<file path="src/rtl/psram_cs_pkg.sv">
// Purpose: shared widths, codes and states for the pseudo-SRAM select timing block
// Assumes: 10 MHz controller clock, timing settings held stable during an access
// Notes: half-cycle deselect gaps are rounded up to whole clocks
package psram_cs_pkg;
  localparam int CLK_PERIOD_NS = 100;
  localparam int CODE_W = 4;
  localparam int MAXLEN_W = 9;
  localparam int LEN_W = 8;
  localparam int CNT_W = 10;
  localparam int LAT_W = 5;
  localparam int HIGH_W = 5;
  // codes 0..15 give 1..16 clocks; counter loaded with code runs code+1 cycles
  localparam logic [CNT_W-1:0] SETUP_HOLD_EXTRA = 10'h000;
  // 1.5 rounds up to 2 clocks: gap code c lasts c+2 clocks
  localparam logic [CNT_W-1:0] GAP_LOAD_EXTRA = 10'h001;
  localparam logic [CNT_W-1:0] GAP_TOTAL_EXTRA = 10'h002;
  localparam logic [LAT_W-1:0] LAT_BASE = 5'h05;
  localparam logic [CODE_W-1:0] LAT_CODE_MAX = 4'hb;
  localparam logic [HIGH_W-1:0] HIGH_SAT = 5'h1f;

  typedef enum logic [2:0] {
    ST_IDLE   = 3'h0,
    ST_SETUP  = 3'h1,
    ST_ACCESS = 3'h3,
    ST_HOLD   = 3'h2,
    ST_GAP    = 3'h6
  } cs_state_t;
endpackage

</file>
<file path="src/rtl/cycle_count_if.sv">
`timescale 1ns/1ps
// Purpose: load/decrement control between the sequencer and a cycle counter
// Assumes: single clock domain
// Notes: zero is the counter's own combinational compare of its register
interface cycle_count_if #(parameter int W = 10);
  logic load;
  logic en;
  logic [W-1:0] load_val;
  logic [W-1:0] count;
  logic zero;
  modport ctrl (output load, output en, output load_val, input count, input zero);
  modport cnt (input load, input en, input load_val, output count, output zero);
endinterface

</file>
<file path="src/rtl/cycle_counter.sv">
`timescale 1ns/1ps
// Purpose: loadable down counter for phase and low-time budgets
// Assumes: load has priority over decrement
// Notes: stops at zero so a missed reload cannot wrap into a long wait
module cycle_counter #(
  parameter int W = 10
) (
  // clock and reset
  input wire logic clk,
  input wire logic rst_b,
  // control
  cycle_count_if.cnt cc
);
  logic [W-1:0] count_reg;
  logic [W-1:0] count_next;

  always_comb begin
    count_next = count_reg;
    if (cc.load) begin
      count_next = cc.load_val;
    end else if (cc.en && count_reg != '0) begin
      count_next = count_reg - W'(1);
    end
  end

  always_ff @(posedge clk or negedge rst_b) begin
    if (!rst_b) begin
      count_reg <= '0;
    end else begin
      count_reg <= count_next;
    end
  end

  assign cc.count = count_reg;
  assign cc.zero = (count_reg == '0);
endmodule

</file>
<file path="src/rtl/psram_cs_timing_ctrl.sv">
`timescale 1ns/1ps
// Purpose: select setup/hold/gap, max low time and latency for the pseudo-SRAM space
// Assumes: settings stable from request acceptance until the gap ends
// Notes: a max low-time expiry releases select at once and skips the hold
module psram_cs_timing_ctrl (
  // clock and reset
  input wire logic clk,
  input wire logic rst_b,
  // timing settings
  input wire logic max_low_time_enable,
  input wire logic [psram_cs_pkg::MAXLEN_W-1:0] max_low_time_length,
  input wire logic [psram_cs_pkg::CODE_W-1:0] read_deselect_gap,
  input wire logic [psram_cs_pkg::CODE_W-1:0] write_deselect_gap,
  input wire logic [psram_cs_pkg::CODE_W-1:0] read_select_setup,
  input wire logic [psram_cs_pkg::CODE_W-1:0] write_select_setup,
  input wire logic [psram_cs_pkg::CODE_W-1:0] read_select_hold,
  input wire logic [psram_cs_pkg::CODE_W-1:0] write_select_hold,
  input wire logic [psram_cs_pkg::CODE_W-1:0] access_latency,
  // access request
  input wire logic req_valid,
  input wire logic req_write,
  input wire logic [psram_cs_pkg::LEN_W-1:0] req_len,
  output logic req_ready,
  // memory side
  output logic psram_select_n,
  output logic access_active,
  output logic access_write,
  output logic [psram_cs_pkg::LAT_W-1:0] latency_clocks,
  output logic access_done,
  output logic access_cut
);
  import psram_cs_pkg::*;

  cycle_count_if #(.W(CNT_W)) phase_cc ();
  cycle_count_if #(.W(CNT_W)) low_cc ();

  cycle_counter #(.W(CNT_W)) phase_cnt (.clk(clk), .rst_b(rst_b), .cc(phase_cc));
  cycle_counter #(.W(CNT_W)) low_cnt (.clk(clk), .rst_b(rst_b), .cc(low_cc));

  cs_state_t state_reg, state_next;
  logic dir_reg, dir_next;
  logic [LEN_W-1:0] len_reg, len_next;
  logic sel_n_reg, sel_n_next;
  logic active_reg, active_next;
  logic ready_reg, ready_next;
  logic done_reg, done_next;
  logic cut_reg, cut_next;
  logic [LAT_W-1:0] lat_reg, lat_next;
  logic accept;
  logic expire;
  logic [CODE_W-1:0] setup_sel, hold_sel, gap_sel, lat_code;

  // read or write setting follows the direction latched at take
  always_comb begin
    setup_sel = dir_reg ? write_select_setup : read_select_setup;
    hold_sel = dir_reg ? write_select_hold : read_select_hold;
    gap_sel = dir_reg ? write_deselect_gap : read_deselect_gap;
    // out-of-range codes clamp to the longest latency rather than wrap
    lat_code = (access_latency > LAT_CODE_MAX) ? LAT_CODE_MAX : access_latency;
  end

  assign accept = req_valid && ready_reg;
  // low counter reaches zero on the (N+1)th low clock
  assign expire = max_low_time_enable && !sel_n_reg && low_cc.zero;

  always_comb begin
    state_next = state_reg;
    dir_next = dir_reg;
    len_next = len_reg;
    done_next = 1'b0;
    cut_next = 1'b0;
    phase_cc.load = 1'b0;
    phase_cc.en = 1'b1;
    phase_cc.load_val = '0;
    low_cc.load = accept;
    low_cc.en = !sel_n_reg;
    low_cc.load_val = CNT_W'(max_low_time_length);
    lat_next = LAT_BASE + LAT_W'(lat_code);
    case (state_reg)
      ST_IDLE: begin
        if (accept) begin
          state_next = ST_SETUP;
          dir_next = req_write;
          len_next = req_len;
          phase_cc.load = 1'b1;
          phase_cc.load_val = CNT_W'(req_write ? write_select_setup : read_select_setup)
                              + SETUP_HOLD_EXTRA;
        end
      end
      ST_SETUP: begin
        if (phase_cc.zero) begin
          state_next = ST_ACCESS;
          phase_cc.load = 1'b1;
          phase_cc.load_val = CNT_W'(lat_reg) + CNT_W'(len_reg) - CNT_W'(1);
        end
      end
      ST_ACCESS: begin
        if (phase_cc.zero) begin
          state_next = ST_HOLD;
          done_next = 1'b1;
          phase_cc.load = 1'b1;
          phase_cc.load_val = CNT_W'(hold_sel) + SETUP_HOLD_EXTRA;
        end
      end
      ST_HOLD: begin
        if (phase_cc.zero) begin
          state_next = ST_GAP;
          phase_cc.load = 1'b1;
          phase_cc.load_val = CNT_W'(gap_sel) + GAP_LOAD_EXTRA;
        end
      end
      ST_GAP: begin
        if (phase_cc.zero) begin
          state_next = ST_IDLE;
        end
      end
      default: begin
        state_next = ST_IDLE;
      end
    endcase
    // the limit overrides every low phase, the deselect gap still follows
    if (expire && state_reg != ST_GAP && state_reg != ST_IDLE) begin
      state_next = ST_GAP;
      cut_next = 1'b1;
      done_next = 1'b0;
      phase_cc.load = 1'b1;
      phase_cc.load_val = CNT_W'(gap_sel) + GAP_LOAD_EXTRA;
    end
    sel_n_next = !(state_next == ST_SETUP || state_next == ST_ACCESS ||
                   state_next == ST_HOLD);
    active_next = (state_next == ST_ACCESS);
    ready_next = (state_next == ST_IDLE);
  end

  always_ff @(posedge clk or negedge rst_b) begin
    if (!rst_b) begin
      state_reg <= ST_IDLE;
      dir_reg <= 1'b0;
      len_reg <= '0;
      sel_n_reg <= 1'b1;
      active_reg <= 1'b0;
      ready_reg <= 1'b0;
      done_reg <= 1'b0;
      cut_reg <= 1'b0;
      lat_reg <= LAT_BASE;
    end else begin
      state_reg <= state_next;
      dir_reg <= dir_next;
      len_reg <= len_next;
      sel_n_reg <= sel_n_next;
      active_reg <= active_next;
      ready_reg <= ready_next;
      done_reg <= done_next;
      cut_reg <= cut_next;
      lat_reg <= lat_next;
    end
  end

  assign req_ready = ready_reg;
  assign psram_select_n = sel_n_reg;
  assign access_active = active_reg;
  assign access_write = dir_reg;
  assign latency_clocks = lat_reg;
  assign access_done = done_reg;
  assign access_cut = cut_reg;

  // helper counters read only by the checks below
  logic [CNT_W-1:0] low_run_reg, low_run_next;
  logic [CNT_W-1:0] hold_run_reg, hold_run_next;
  logic [CNT_W-1:0] act_run_reg, act_run_next;
  logic [HIGH_W-1:0] high_run_reg, high_run_next;
  logic [CNT_W-1:0] gap_need_reg, gap_need_next;

  always_comb begin
    low_run_next = sel_n_reg ? '0 : low_run_reg + CNT_W'(1);
    hold_run_next = (active_reg || sel_n_reg) ? '0 : hold_run_reg + CNT_W'(1);
    act_run_next = active_reg ? act_run_reg + CNT_W'(1) : '0;
    high_run_next = !sel_n_reg ? '0 :
                    (high_run_reg == HIGH_SAT) ? high_run_reg : high_run_reg + HIGH_W'(1);
    gap_need_next = gap_need_reg;
    if (sel_n_next && !sel_n_reg) begin
      gap_need_next = CNT_W'(gap_sel) + GAP_TOTAL_EXTRA;
    end
  end

  always_ff @(posedge clk or negedge rst_b) begin
    if (!rst_b) begin
      low_run_reg <= '0;
      hold_run_reg <= '0;
      act_run_reg <= '0;
      high_run_reg <= '0;
      gap_need_reg <= '0;
    end else begin
      low_run_reg <= low_run_next;
      hold_run_reg <= hold_run_next;
      act_run_reg <= act_run_next;
      high_run_reg <= high_run_next;
      gap_need_reg <= gap_need_next;
    end
  end
endmodule

</file>
<file path="config.mk">
export PLATFORM = sky130hd
export DESIGN_NAME = psram_cs_timing_ctrl
export DESIGN_NICKNAME = d
export VERILOG_FILES = /design/src/rtl/psram_cs_pkg.sv /design/src/rtl/cycle_count_if.sv /design/src/rtl/cycle_counter.sv /design/src/rtl/psram_cs_timing_ctrl.sv
export SDC_FILE = /design/constraint.sdc
export NUM_CORES = 1
export LEC_CHECK = 0
export BUFFER_PORTS_ARGS = -buffer_cell sky130_fd_sc_hd__buf_2
export CAP_MARGIN = 30
export CORE_MARGIN = 5
export CORE_UTILIZATION = 52
export CTS_BUF_LIST = sky130_fd_sc_hd__clkbuf_4
export CTS_CLUSTER_DIAMETER = 60
export CTS_CLUSTER_SIZE = 14
export DETAILED_ROUTE_END_ITERATION = 6
export MAX_ROUTING_LAYER = met4
export PLACE_DENSITY_LB_ADDON = 0.15
export SYNTH_ARGS = -nofsm -noshare
export SYNTH_HDL_FRONTEND = slang
export SYNTH_SLANG_ARGS = --single-unit
</file>
<file path="constraint.sdc">
create_clock -name clk -period 2.21 [get_ports clk]
set_clock_uncertainty 0.15 [all_clocks]
set_input_delay 0.221 -clock clk [delete_from_list [all_inputs] [get_ports clk]]
set_output_delay 0.221 -clock clk [all_outputs]
set_load 0.01 [all_outputs]
</file>
==> flow_summary.toml, run 1 <==
[synthesis]
synth_nets = 404
ys_seq_elements = 42
yosys_warnings = 0
netlist_area_mm2 = 0.00297
synthFlopType = "dfrtp_1"
netlist_instances = 334
ys_types = 55
async_reset_ff_share_pct = 100
synth_edf_count = 0
avgSynthCellArea_um2 = 8.89
seq_area_frac_synth_pct = 35.5

[finish]
fill_cells = 424
nNetsFinal = 520
seq_area_mm2 = 0.00105
multiInputGateArea_mm2 = 0.00187
final_util_pct = 73.5
fin_cells = 523
syn2layout_area_growth_pct = 37.2
layout-drive-gt1-share_pct = 34.4
diodes = 0

[placement]
placed_cells = 484
port_buffers = 60
dp_hpwl_um = 5360
place.gp.congestion = 0.949

[floorplan]
die_height_um = 85.6
core.rowCount = 27
start_util_pct = 53.6
die_w_um = 85.6
core-area_mm2 = 0.00554
pin_count = 61
die-area_mm2 = 0.00732

[critical_path]
rrSetupSlack_ns = -0.17
cp.arrival_ns = 2.47
reg2reg_to = "phase_cnt.cc.count[7]"
cp.required_ns = 2.30
cp_slowest_cell = "or4b_4"
cpMostUsedCell = "inv_2"
crit_fanout = 2
critPathMaxStageDelay_ns = 0.48
r2r_cells = 11
startpoint_type = "register"
cp.buffers_inverters = 3
path_cells = "inv_2, ha_4, inv_2, ha_4, inv_2, fa_2, nor2b_2, o31a_1, or4b_4, nand4_1, a21oi_1"
cp-end-kind = "register"
cp_top_family = "adder cells"
worstSetupPathType = "register to register"
reg2reg_from = "latency_clocks[1]"

[detailed_routing]
drc = 0
via_per_inst = 5.36
finalWirelength_um = 7450
vias = 2801
drtPass1Iterations = 6
wl_per_cell_um = 14.2
ant_nets = 0
drtIter0Drc = 146

[grt]
overflow = 0
grt_pass1_wl_um = 12800
first_global_vias = 2794
grt.total_usage_pct = 22.1
antenna_found_initial = 0
grt_max_degree = 43

[clock_tree]
cts_buffers = 5
clkLatencyLatePin_ns = 0.36
cts.path.max_buffers = 2
tritoncts = "built"
clock-root-buffer = "clkbuf_4"
clk_pin_slew_ns = 0.12
htreeDepth = 2
clock-sinks = 42

[timing]
relSlewSlack_pct = 64.0
worst_slack_ns = -0.171
fmax_mhz = 420
setup_viol = 17
worst_hold_slack_ns = 0.00831
tightest_slew_ns = 0.539
post-route-period-util_pct = 108
finalCriticalPeriod_ns = 2.38
hold_viol = 0
report.final.slew_viol_count = 0
finalSetupTns_ns = -1.36
rsz0062_at_grt = "yes"

[power]
power_density_mw_per_mm2 = 406
ir_drop_uv = 405
p_leak_nw = 1.83

[status]
status = "finished with violations"
violations = "setup timing"

[hold_path]
hold_end = "access_write"
hold-path-cell-count = 3
hold_class = "input pin to register"
worstHoldStart = "req_write"

[job]
maxCapViolations = 0
## routing by layer
metal	wire (µm)	GRT usage (%)	share of wire [%]	vias to the layer above
li1	-	-	-	1410
met1	3280	29.0	44	1315
met2	3700	35.8	50	68
met3	373	4.03	5.0	8
met4	93	4.89	1.2	0
met5	0	-	0	-
## placed cells by master (no fill, tap or decap), types with 4 or more instances in the layout
cell,count
nor2_1,18
mux2i_1,12
o21ai_1,13
clkbuf_4,7
xor2_1,16
nand3_1,6
inv_1,25
dfrtp_1,39
inv_2,9
nor3_1,14
o21ai_0,14
a21oi_1,13
o211ai_1,5
nand4_1,4
ha_4,6
ha_1,13
buf_2,60
buf_4,40
dlygate4sd3_1,21
xnor2_1,8
nand2_1,30
## power by group
| group | switching [mW] | internal (mW) | total, mW |
|---|---|---|---|
| clock | 0.252 | 0.265 | 0.516 |
| combinational | 0.146 | 0.181 | 0.327 |
| sequential | 0.0188 | 0.791 | 0.810 |
## synthesized netlist by cell type (all sizes together) (3+ instances only)
cell    number  area share [%]
dfrtp       39              33
inv         34             4.3
nand2       31             3.9
o21ai       27             4.6
ha          19             8.0
nor2        18             2.3
xor2        17             5.0
nor3        16             2.9
a21oi       13             2.2
clkbuf      12             1.5
mux2i       12             4.0
xnor2        9             2.7
nand3        7             1.2
o211ai       6             1.7
nand4        4            0.84
nor2b        4            0.84
nor4         4             1.9
o32ai        4             1.4
a211oi       3            0.76
buf          3            0.72
dfstp        3             2.7
mux2         3             1.1
nand3b       3            0.76
nand4b       3            0.89
o21bai       3            0.76
o221ai       3            0.89
o31ai        3            0.76
or2          3            0.63
or3          3            0.63
or4          3            0.76
## how the worst max path moves through the flow
stage,start,endpoint,slack (ns),cells past startpoint
final,latency_clocks[1],phase_cnt.cc.count[7],-0.17,11
after global routing,latency_clocks[1],phase_cnt.cc.count[7],-0.30,11
after CTS,latency_clocks[1],phase_cnt.cc.count[7],-0.17,11
after detailed placement,latency_clocks[2],phase_cnt.cc.count[8],-0.24,9
after global placement,latency_clocks[2],phase_cnt.cc.count[8],-0.18,9
after floorplan,latency_clocks[1],phase_cnt.cc.count[7],-0.16,11
## stage by stage
stage / cell area, µm² / power [mW] / setup WS (ns)
6_report: 4070 / 1.65 / -0.171
5_1_grt: 4070 / 1.75 / -0.297
4_1_cts: 3930 / 1.65 / -0.174
3_5_place_dp: 3570 / 1.08 / -0.242
3_3_place_gp: 3570 / 1.07 / -0.185
2_1_floorplan: 2990 / 0.952 / -0.164
## timing repair
action / CTS / global route
endpoints found under the hold margin: 59 / 0
pin swaps: 6 / 13
cloned: 0 / 0
hold buffers: 21 / 0
setup endpoints to repair: 11 / 21
resized for setup: 12 / 18
setup buffers: 3 / 7
## kinds of logic after synthesis
family	share of synthesized area, %
and+or+nand+nor	20.2
AOI/OAI and AO/OA	16.2
buffers and inverters	6.53
DFF	35.5
xor gates and xnor gates	7.67
adders and majority gates	8.68
muxes	5.18
## final cells by class
type / instances / area share, %
clock inverters: 1 / 0.737
flip-flops and latches: 42 / 25.9
repair buffers: 124 / 20.7
well taps: 72 / 2.21
clock buffers: 7 / 1.29
multi-input cells: 243 / 46.0
inverters: 34 / 3.13
## worst reg2reg max path, cell delays in order (launching register included)
cell and delay [ns]:
dfrtp_1 0.38, inv_2 0.05, ha_4 0.25, inv_2 0.04
ha_4 0.15, inv_2 0.06, fa_2 0.21, nor2b_2 0.05
o31a_1 0.30, or4b_4 0.48, nand4_1 0.08, a21oi_1 0.06
No activity file was read; power rests on OpenSTA's default activity.
==> run 2: changes to the inputs <==
--- a/config.mk
+++ b/config.mk
@@ -13,8 +13,9 @@
 export CTS_CLUSTER_DIAMETER = 60
 export CTS_CLUSTER_SIZE = 14
 export DETAILED_ROUTE_END_ITERATION = 6
+export GPL_ROUTABILITY_DRIVEN = 0
 export MAX_ROUTING_LAYER = met4
-export PLACE_DENSITY_LB_ADDON = 0.15
+export PLACE_DENSITY = 0.79
 export SYNTH_ARGS = -nofsm -noshare
 export SYNTH_HDL_FRONTEND = slang
 export SYNTH_SLANG_ARGS = --single-unit
==> run 2 against run 1 <==
The flow still finishes with violations (setup timing). Global-route usage down 0.39 points. Worst setup slack worse by 0.010 ns. Sequential power hardly changed. Final area decreased by 2.0%. Die area is the same. Clock power down 25%. Count of clock-buffer cells in the layout down 1. Power shrank 6.5%. Combinational power increased by 7.0%. First-iteration DRC count rose by 54%. Wire length grew 2.7%. Maximum frequency fell by 0.42%. Critical path type unchanged. Largest power group unchanged.
==> flow_summary.toml, run 2 (synthesis results as in run 1) <==
[floorplan]
pin_count = 61
core-area_mm2 = 0.00554
die-area_mm2 = 0.00732
die_height_um = 85.6
core.rowCount = 27
start_util_pct = 53.6
die_w_um = 85.6

[power]
ir_drop_uv = 404
comb_power_share_pct = 22.6
swShare_pct = 27.7
pwr-share-clk_pct = 24.9
seq_power_share_pct = 52.4
p_int_mw = 1.12
p_leak_nw = 1.78
p_switching_mw = 0.428
power_density_mw_per_mm2 = 387

[critical_path]
cp.required_ns = 2.28
startpoint_type = "register"
cp_slowest_cell = "or4b_4"
cp_top_family = "adder cells"
critPathMaxStageDelay_ns = 0.47
cp.buffers_inverters = 3
worstSetupPathType = "register to register"
cpMostUsedCell = "inv_2"
cp.arrival_ns = 2.46
cp-end-kind = "register"
crit_fanout = 2
path_cells = "inv_2, ha_4, inv_2, ha_4, inv_2, fa_2, nor2b_2, o31a_1, or4b_4, nand4_1, a21oi_2"

[grt]
grt_max_degree = 43
grt_pass1_wl_um = 12700
grt.total_usage_pct = 21.7
use_met1_pct = 25.9
met3_usage_pct = 3.46
overflow = 0
grt_use_met2_pct = 37.6
first_global_vias = 2870
busiest_layer = "met2"
antenna_found_initial = 0

[finish]
nNetsFinal = 513
layout_common_cells = "buf_2 (60), dfrtp_1 (39), nand2_1 (31), buf_4 (31), dlygate4sd3_1 (22)"
final_util_pct = 72.1
layout-drive-gt1-share_pct = 33.6
diodes = 0
layout_commonest_cell = "buf_2"
syn2layout_area_growth_pct = 34.5

[detailed_routing]
vias = 2855
wl_per_cell_um = 14.8
drtIter0Drc = 225
ant_nets = 0
via_per_inst = 5.53
drc = 0
drtPass1Iterations = 4
finalWirelength_um = 7650

[timing]
worst_slack_ns = -0.181
report.final.slew_viol_count = 0
tightest_slew_ns = 0.531
rsz0062_at_grt = "yes"
setup_viol = 6
finalCriticalPeriod_ns = 2.39
finalSetupTns_ns = -0.416
hold_viol = 0
post-route-period-util_pct = 108
relSlewSlack_pct = 64.6
fmax_mhz = 418

[hold_path]
hold_class = "input pin to register"

[clock_tree]
cts_buffers = 5
cts.path.max_buffers = 2
clkLatencyLatePin_ns = 0.36
htreeDepth = 2
clk_pin_slew_ns = 0.13
tritoncts = "built"
clock-sinks = 42
clock-root-buffer = "clkbuf_4"

[job]
maxCapViolations = 0

[placement]
dp_hpwl_um = 5260
port_buffers = 60

[status]
status = "finished with violations"
violations = "setup timing"
==> run 2: final timing paths <==
kind	from	end	cells after the start	slack [ns]
worst max register to register	latency_clocks[1]	phase_cnt.cc.count[7]	11	-0.18
min in group asynchronous	rst_b	access_write	3	0.29
worst max-delay path	latency_clocks[1]	phase_cnt.cc.count[7]	11	-0.18
worst min-delay path	req_write	access_write	3	0.01
worst min register to register	len_reg[4]	len_reg[4]	2	0.41
max in group asynchronous	rst_b	len_reg[5]	3	1.23
==> run 2: through the flow <==
step	hold WS [ns]	setup slack [ns]	power, mW	instances	cell area (µm²)
2_1_floorplan	-0.225	-0.164	0.952	334	2990
3_3_place_gp	0.170	-0.183	1.08	480	3540
3_5_place_dp	0.170	-0.293	1.09	480	3540
4_1_cts	0.00498	-0.188	1.53	512	3890
5_1_grt	0.0145	-0.289	1.64	516	3990
6_report	0.0142	-0.181	1.55	516	3990
==> run 2: routing by layer <==
metal / wire length [µm] / share of wire [%]
met1: 3060 / 40
met2: 3930 / 51
met3: 502 / 6.6
met5: 0 / 0
met4: 150 / 2.0
==> run 2: final cells by class <==
class,instances,area (µm²)
inverters,34,130
flip-flops and latches,42,1050
repair buffers,117,798
fillers,412,1550
multi-input cells,243,1860
clock buffers,6,45.0
clock inverters,2,10.0
well taps,72,90.1
==> run 2: power by group through the flow <==
stage | registers, mW | logic [mW] | clock network, mW
2_1_floorplan | 0.826 | 0.126 | 0
3_3_place_gp | 0.822 | 0.255 | 0
3_5_place_dp | 0.823 | 0.267 | 0
4_1_cts | 0.810 | 0.322 | 0.402
5_1_grt | 0.813 | 0.385 | 0.439
6_report | 0.810 | 0.350 | 0.386
==> run 2: worst min-delay path: stages <==
cell,delay (ns)
buf_2,0.14
nand2_1,0.09
nand2_1,0.05
==> run 2: timing repair <==
item	in CTS	in global routing
pin swaps	9	16
endpoints found under the setup margin	8	20
gates cloned	0	1
hold buffers	22	0
endpoints found under the hold margin	59	0
resized for setup	15	21
buffers inserted	2	3
